File: config.mk
export PLATFORM = sky130hd
export DESIGN_NAME = pfc_freq_ctrl
export DESIGN_NICKNAME = d
export VERILOG_FILES = /design/src/core/pfc_pkg.sv /design/src/core/pfc_freq_ctrl.sv
export VERILOG_INCLUDE_DIRS = /design/src /design/src/core
export SDC_FILE = /design/constraint.sdc
export NUM_CORES = 1
export LEC_CHECK = 0
export BUFFER_PORTS_ARGS = -buffer_cell sky130_fd_sc_hd__buf_2
export CORE_ASPECT_RATIO = 1.1
export CORE_UTILIZATION = 54
export DETAILED_ROUTE_END_ITERATION = 16
export GPL_ROUTABILITY_DRIVEN = 0
export PLACE_DENSITY = 0.87
export REMOVE_ABC_BUFFERS = 1
export SLEW_MARGIN = 20
export SYNTH_ARGS = -nofsm -noshare
export SYNTH_HDL_FRONTEND = slang
export SYNTH_SLANG_ARGS = --single-unit
File: constraint.sdc
create_clock -name i_ref_clk -period 7.2 [get_ports i_ref_clk]
set_input_delay 0.72 -clock i_ref_clk [delete_from_list [all_inputs] [get_ports i_ref_clk]]
set_output_delay 0.72 -clock i_ref_clk [all_outputs]
set_load 0.005 [all_outputs]
File: src/core/pfc_defines.svh
`ifndef PFC_DEFINES_SVH
`define PFC_DEFINES_SVH
`define PFC_OFF_CPU_HI 8'h0f
`define PFC_OFF_SRC_N 8'h10
`define PFC_OFF_CTRL 8'h11
`define PFC_OFF_DRIVE 8'h12
`define PFC_CPU_N8_BIT 7
`define PFC_SMOOTH_SWITCH_ENABLE_BIT 7
`define PFC_SMOOTH_SWITCH_TARGET_BIT 6
`define PFC_SRC_EN_BIT 4
`define PFC_CPU_EN_BIT 3
`define PFC_CTRL_MASK 8'hd8
`define PFC_RST_CPU_HI 8'h00
`define PFC_RST_SRC_N 8'h00
`define PFC_RST_CTRL 8'h00
`define PFC_RST_DRIVE 8'h40
`endif

File: src/core/pfc_pkg.sv
package pfc_pkg;
	typedef logic [7:0] pfc_byte_t;
	typedef enum logic [1:0] {
		PFC_SW_CPU = 2'b01,
		PFC_SW_SRC = 2'b10
	} pfc_sw_target_t;
endpackage

File: src/core/pfc_freq_ctrl.sv
`timescale 1ns/1ps
`include "pfc_defines.svh"
// Behaviour
// - CPU feedback divider bit 8 lives in bit 7 of byte 0x0f.
// - CPU enable set: CPU uses nine-bit N (stored bit 8 over i_cpu_n_low) and stored seven-bit M.
// - Ratio select from latched straps, or software field when override set.
// - SRC enable set: SRC uses stored eight-bit N value.
// - Control bit 7 enables smooth switching; resets to zero.
// - Control bit 6 routes smooth switch: 0 CPU, 1 SRC.
// - Control bit 4 enables programmed SRC frequency; default off.
// - Control bit 3 enables programmed CPU frequency; default off.
// - Smooth switch disabled: circuit follows the PLL being overclocked.
module pfc_freq_ctrl import pfc_pkg::*; #(
	parameter int N_W = 9,
	parameter int M_W = 7
) (
	// Clock and reset
	input wire logic i_ref_clk,
	input wire logic i_sys_rst,
	// Register port
	input wire logic i_reg_wr,
	input wire logic [7:0] i_reg_addr,
	input wire logic [7:0] i_reg_wdata,
	input wire logic [7:0] i_cpu_n_low,
	output logic [7:0] o_reg_rdata,
	// Strap and ratio inputs
	input wire logic [2:0] i_latched_strap_select,
	input wire logic [2:0] i_software_ratio_select,
	input wire logic i_ratio_source_override,
	input wire logic [N_W-1:0] i_table_cpu_n,
	input wire logic [M_W-1:0] i_table_cpu_m,
	input wire logic [7:0] i_table_src_n,
	// PLL steering
	output logic [N_W-1:0] o_cpu_feedback_div,
	output logic [M_W-1:0] o_cpu_reference_div,
	output logic [7:0] o_src_feedback_div,
	output logic [2:0] o_ratio_select,
	output logic o_smooth_switch_on,
	output logic o_smooth_to_src,
	output logic [7:0] o_drive_strength
);
	// Register file and its read path
	pfc_byte_t cpu_hi_r;
	pfc_byte_t src_n_r;
	pfc_byte_t ctrl_r;
	pfc_byte_t drive_r;
	pfc_byte_t rdata_nxt;
	pfc_sw_target_t target;

	// Strap and select levels may come from another domain
	localparam int SYNC_W = 7;
	wire [SYNC_W-1:0] async_in = {i_ratio_source_override, i_software_ratio_select, i_latched_strap_select};
	wire [SYNC_W-1:0] sync_out;
	wire [2:0] strap_s = sync_out[2:0];
	wire [2:0] sw_sel_s = sync_out[5:3];
	wire ovr_s = sync_out[6];

	// Write strobes per mapped offset; unmapped offsets are ignored
	wire wr_cpu_hi = i_reg_wr && (i_reg_addr == `PFC_OFF_CPU_HI);
	wire wr_src_n = i_reg_wr && (i_reg_addr == `PFC_OFF_SRC_N);
	wire wr_ctrl = i_reg_wr && (i_reg_addr == `PFC_OFF_CTRL);
	wire wr_drive = i_reg_wr && (i_reg_addr == `PFC_OFF_DRIVE);
	// Reserved control bits are dropped on entry, so they can only read back as zero
	wire [7:0] cpu_hi_nxt = wr_cpu_hi ? i_reg_wdata : cpu_hi_r;
	wire [7:0] src_n_nxt = wr_src_n ? i_reg_wdata : src_n_r;
	wire [7:0] ctrl_nxt = wr_ctrl ? (i_reg_wdata & `PFC_CTRL_MASK) : ctrl_r;
	// Drive fields are stored as written and passed out unchanged
	wire [7:0] drive_nxt = wr_drive ? i_reg_wdata : drive_r;

	// PLL steering selection
	wire cpu_prog = ctrl_r[`PFC_CPU_EN_BIT];
	wire src_prog = ctrl_r[`PFC_SRC_EN_BIT];
	wire [N_W-1:0] cpu_n_prog = {cpu_hi_r[`PFC_CPU_N8_BIT], i_cpu_n_low};
	wire [M_W-1:0] cpu_m_prog = cpu_hi_r[M_W-1:0];
	wire [N_W-1:0] cpu_fb_nxt = cpu_prog ? cpu_n_prog : i_table_cpu_n;
	wire [M_W-1:0] cpu_ref_nxt = cpu_prog ? cpu_m_prog : i_table_cpu_m;
	wire [7:0] src_fb_nxt = src_prog ? src_n_r : i_table_src_n;
	wire [2:0] ratio_nxt = ovr_s ? sw_sel_s : strap_s;
	wire smooth_switch_enable = ctrl_r[`PFC_SMOOTH_SWITCH_ENABLE_BIT];
	// Auto mode favours CPU when both PLLs are overclocked at once
	wire auto_src = src_prog && !cpu_prog;
	wire to_src = smooth_switch_enable ? ctrl_r[`PFC_SMOOTH_SWITCH_TARGET_BIT] : auto_src;
	// Any programmed PLL keeps the shared circuit in use, even in auto mode
	wire smooth_on_nxt = smooth_switch_enable || cpu_prog || src_prog;
	wire to_src_nxt = (target == PFC_SW_SRC);

	assign target = to_src ? PFC_SW_SRC : PFC_SW_CPU;

	// Unmapped offsets read zero
	always_comb begin
		rdata_nxt = 8'h00;
		if (i_reg_addr == `PFC_OFF_CPU_HI) begin
			rdata_nxt = cpu_hi_r;
		end else if (i_reg_addr == `PFC_OFF_SRC_N) begin
			rdata_nxt = src_n_r;
		end else if (i_reg_addr == `PFC_OFF_CTRL) begin
			rdata_nxt = ctrl_r;
		end else if (i_reg_addr == `PFC_OFF_DRIVE) begin
			rdata_nxt = drive_r;
		end
	end

	// Two flops per bit; only the second one is read by logic
	genvar g;
	generate
		for (g = 0; g < SYNC_W; g++) begin : g_sync
			logic s1_r;
			logic s2_r;
			always_ff @(posedge i_ref_clk or posedge i_sys_rst) begin
				if (i_sys_rst) begin
					s1_r <= 1'b0;
					s2_r <= 1'b0;
				end else begin
					s1_r <= async_in[g];
					s2_r <= s1_r;
				end
			end
			assign sync_out[g] = s2_r;
		end
	endgenerate

	// Host registers
	always_ff @(posedge i_ref_clk or posedge i_sys_rst) begin
		if (i_sys_rst) begin
			cpu_hi_r <= `PFC_RST_CPU_HI;
		end else begin
			cpu_hi_r <= cpu_hi_nxt;
		end
	end

	always_ff @(posedge i_ref_clk or posedge i_sys_rst) begin
		if (i_sys_rst) begin
			src_n_r <= `PFC_RST_SRC_N;
		end else begin
			src_n_r <= src_n_nxt;
		end
	end

	always_ff @(posedge i_ref_clk or posedge i_sys_rst) begin
		if (i_sys_rst) begin
			ctrl_r <= `PFC_RST_CTRL;
		end else begin
			ctrl_r <= ctrl_nxt;
		end
	end

	always_ff @(posedge i_ref_clk or posedge i_sys_rst) begin
		if (i_sys_rst) begin
			drive_r <= `PFC_RST_DRIVE;
		end else begin
			drive_r <= drive_nxt;
		end
	end

	// Outputs come straight from flops; steering lags a write by two edges
	always_ff @(posedge i_ref_clk or posedge i_sys_rst) begin
		if (i_sys_rst) begin
			o_reg_rdata <= 8'h00;
		end else begin
			o_reg_rdata <= rdata_nxt;
		end
	end

	always_ff @(posedge i_ref_clk or posedge i_sys_rst) begin
		if (i_sys_rst) begin
			o_cpu_feedback_div <= '0;
		end else begin
			o_cpu_feedback_div <= cpu_fb_nxt;
		end
	end

	always_ff @(posedge i_ref_clk or posedge i_sys_rst) begin
		if (i_sys_rst) begin
			o_cpu_reference_div <= '0;
		end else begin
			o_cpu_reference_div <= cpu_ref_nxt;
		end
	end

	always_ff @(posedge i_ref_clk or posedge i_sys_rst) begin
		if (i_sys_rst) begin
			o_src_feedback_div <= 8'h00;
		end else begin
			o_src_feedback_div <= src_fb_nxt;
		end
	end

	// Ratio follows its inputs three edges late: two sync flops plus this one
	always_ff @(posedge i_ref_clk or posedge i_sys_rst) begin
		if (i_sys_rst) begin
			o_ratio_select <= 3'h0;
		end else begin
			o_ratio_select <= ratio_nxt;
		end
	end

	always_ff @(posedge i_ref_clk or posedge i_sys_rst) begin
		if (i_sys_rst) begin
			o_smooth_switch_on <= 1'b0;
		end else begin
			o_smooth_switch_on <= smooth_on_nxt;
		end
	end

	always_ff @(posedge i_ref_clk or posedge i_sys_rst) begin
		if (i_sys_rst) begin
			o_smooth_to_src <= 1'b0;
		end else begin
			o_smooth_to_src <= to_src_nxt;
		end
	end

	always_ff @(posedge i_ref_clk or posedge i_sys_rst) begin
		if (i_sys_rst) begin
			o_drive_strength <= `PFC_RST_DRIVE;
		end else begin
			o_drive_strength <= drive_r;
		end
	end
endmodule

==> flow_metrics.env <==
export IMPL_outcome="complete, no violations"
export IMPL_clock_skew_final_ps=10.8
export IMPL_synth_edff_count=0
export IMPL_dp_slack_ps=4490
export IMPL_peakVddDrop_mv=0.150
export IMPL_tightest_slew_ps=976
export IMPL_fin_nets=361
export IMPL_cts_htree_levels=3
export IMPL_cts_resized_gates=0
export IMPL_numCtsBuffers=9
export IMPL_critical_path_required_ps=7480
export IMPL_rows=29
export IMPL_clkSinkCount=87
export IMPL_firstDrtPassIters=4
export IMPL_setup_ws_ps=4830
export IMPL_io_buffer_count=102
export IMPL_synth_top_area_cell="dfrtp_1"
export IMPL_arrival_ps=2650
export IMPL_drt_wirelength_per_cell_um=16.7
export IMPL_grt_pass1_wl_um=10200
export IMPL_maxCapViolCount=0
export IMPL_yosys_warnings=0
export IMPL_n_antenna_cell=0
export IMPL_die_area_um2=6310
export IMPL_syn_area_per_cell_um2=16.4
export IMPL_grt_overflow=0
export IMPL_io_pin_count=103
export IMPL_grt_max_degree=88
export IMPL_ys_flop_type="dfrtp_1"
export IMPL_powerDensity_nw_per_um2=231
export IMPL_hold_violations=0
export IMPL_netlist_area_um2=3240
export IMPL_path_max_fanout=14
export IMPL_viasPerCell=5.22
export IMPL_fin_setup_tns_ps=0
export IMPL_setup_viol_count_final=0
export IMPL_critPathLaunchType="input pin"
export IMPL_drive_above_1_share_pct=59.1
export IMPL_synth_top_area_share_pct=65.6
export IMPL_drc_errors=0
export IMPL_power_uw=923
export IMPL_antenna_found_initial=0
export IMPL_p_leak_nw=2.09
export IMPL_insertion_delay_ps=350
export IMPL_crit_path_max_incr_delay_ps=760
export IMPL_cts_root_buffer="clkbuf_8"
export IMPL_initial_core_util_pct=56.2
export IMPL_rsz0062_at_grt="no"
export IMPL_post_route_period_util_pct=33.0
export IMPL_slowest_stage="nor3_1"
export IMPL_critPathCaptureType="register"
export IMPL_core_area_um2=5770
export IMPL_max_freq_mhz=421
export IMPL_die_height_um=83.2
export IMPL_synthArstFlopShare_pct=100
export IMPL_fin_crit_ps=2370
export IMPL_fp_dieW_um=75.9
export IMPL_cts_setup_buffers=0
export IMPL_path_clk_slew_ps=80
export IMPL_tritoncts="done"
export IMPL_hold_class="register to register"
export IMPL_finalMaxSlewViolations=0
export IMPL_crit_buf_inv=1
export IMPL_syn_inst=198
export IMPL_syn_to_final_growth_pct=23.2
export IMPL_drt_iter0_markers=119
export IMPL_ys_top_cells_by_area="dfrtp_1, mux2_2, mux2_4"
export IMPL_ys_types=30
export IMPL_grt_total_usage_pct=22.5
export IMPL_seq_area_frac_synth_pct=67.3
export IMPL_ys_seq_elements=87
export IMPL_drt_wl_total_um=6450
export IMPL_hpwl_um=4500
export IMPL_path_class="input pin to register"
export IMPL_crit_chain="buf_2 > or4b_2 > nor3_1 > a22o_1"
export IMPL_critPathTopFamily="simple AND/OR/NAND/NOR gates"
export IMPL_synth_common_cells="dfrtp_1, mux2_2, mux2_4, mux2i_1, nor3_1"
export IMPL_postRouteAntennaNets=0
export IMPL_relSlewSlack_pct=34.4
export IMPL_clock_path_buffers=2
export IMPL_first_global_vias=2122
export IMPL_yosysMostFrequentCell="dfrtp_1"
export IMPL_vias=2010
export IMPL_hold_buffers=0
stage by stage:
step           hold slack, ps  utilization, %  area, µm²  instances
2_1_floorplan             331               -       3180        189
3_3_place_gp              332            65.8       3800        369
3_5_place_dp              340            65.8       3800        369
4_1_cts                   352            69.2       3990        385
5_1_grt                   357            69.2       3990        385
6_report                  352            69.2       3990        385
routing by layer:
layer  GRT usage [%]  wire length [µm]
met4            9.60               118
met2            36.3              3480
met3            7.52               286
met1            26.9              2560
met5               0                 0
cell usage in the layout, fill, tap and decap left out, drive strengths merged:
master,n
buf,103
dfrtp,85
mux2,55
clkbuf,12
mux2i,8
nor3,7
o2bb2ai,4
a22o,4
a21o,4
nand2,3
clkinv,3
nand2b,2
dfstp,2
or3,2
or4b,2
or4,2
inv,1
nand3,1
and2b,1
nor2,1
and3,1
o21ai,1
and3b,1
nand4,1
clkinvlp,1
bufinv,1
cell families (layout without fill, tap and decap cells):
group	count (synthesis)	count (layout)	share of synthesized area, %
flip-flops	87	87	67.3
buffers and inverters	11	121	2.05
AND/OR/NAND/NOR	24	24	4.94
multiplexers	63	63	22.5
AO/OA/AOI/OAI	13	13	3.24
cell type report:
| type | count | area, µm² |
|---|---|---|
| flip-flops and latches | 87 | 2180 |
| fillers | 402 | 1780 |
| multi-input cells | 100 | 995 |
| repair buffers | 103 | 522 |
| clock buffers | 12 | 145 |
| well taps | 77 | 96.3 |
| clock inverters | 4 | 47.5 |
| inverters | 2 | 8.76 |
registers in the layout, summed over array words and instances (netlist names):
register / count
o_reg_rdata: 8
o_ratio_select: 3
g_sync.s1_r: 7
ctrl_r: 4
o_cpu_feedback_div: 9
o_cpu_reference_div: 7
o_smooth_switch_on: 1
o_smooth_to_src: 1
cpu_hi_r: 8
drive_r: 8
src_n_r: 8
o_src_feedback_div: 8
o_drive_strength: 8
g_sync.s2_r: 7
power breakdown:
group	leakage, nW	internal (mW)	total [mW]	switching, mW
sequential	1.11	0.511	0.525	0.0134
clock	0.0964	0.169	0.326	0.157
combinational	0.884	0.0403	0.0722	0.0319
final timing paths:
path / startpoint / to / slack [ps] / depth (start not counted)
max reg2reg: ctrl_r[3]$_DFFE_PP0P_ / o_reg_rdata[3]$_DFF_PP0_ / 5740 / 3
min in group asynchronous: i_sys_rst / o_ratio_select[1]$_DFF_PP0_ / 560 / 3
max: i_reg_addr[1] / o_reg_rdata[3]$_DFF_PP0_ / 4830 / 4
min: g_sync[6].s1_r$_DFF_PP0_ / g_sync[6].s2_r$_DFF_PP0_ / 350 / 0
min reg2reg: g_sync[6].s1_r$_DFF_PP0_ / g_sync[6].s2_r$_DFF_PP0_ / 350 / 0
max in group asynchronous: i_sys_rst / o_cpu_reference_div[6]$_DFF_PP0_ / 6110 / 3
No activity file was read; power rests on OpenSTA's default activity.
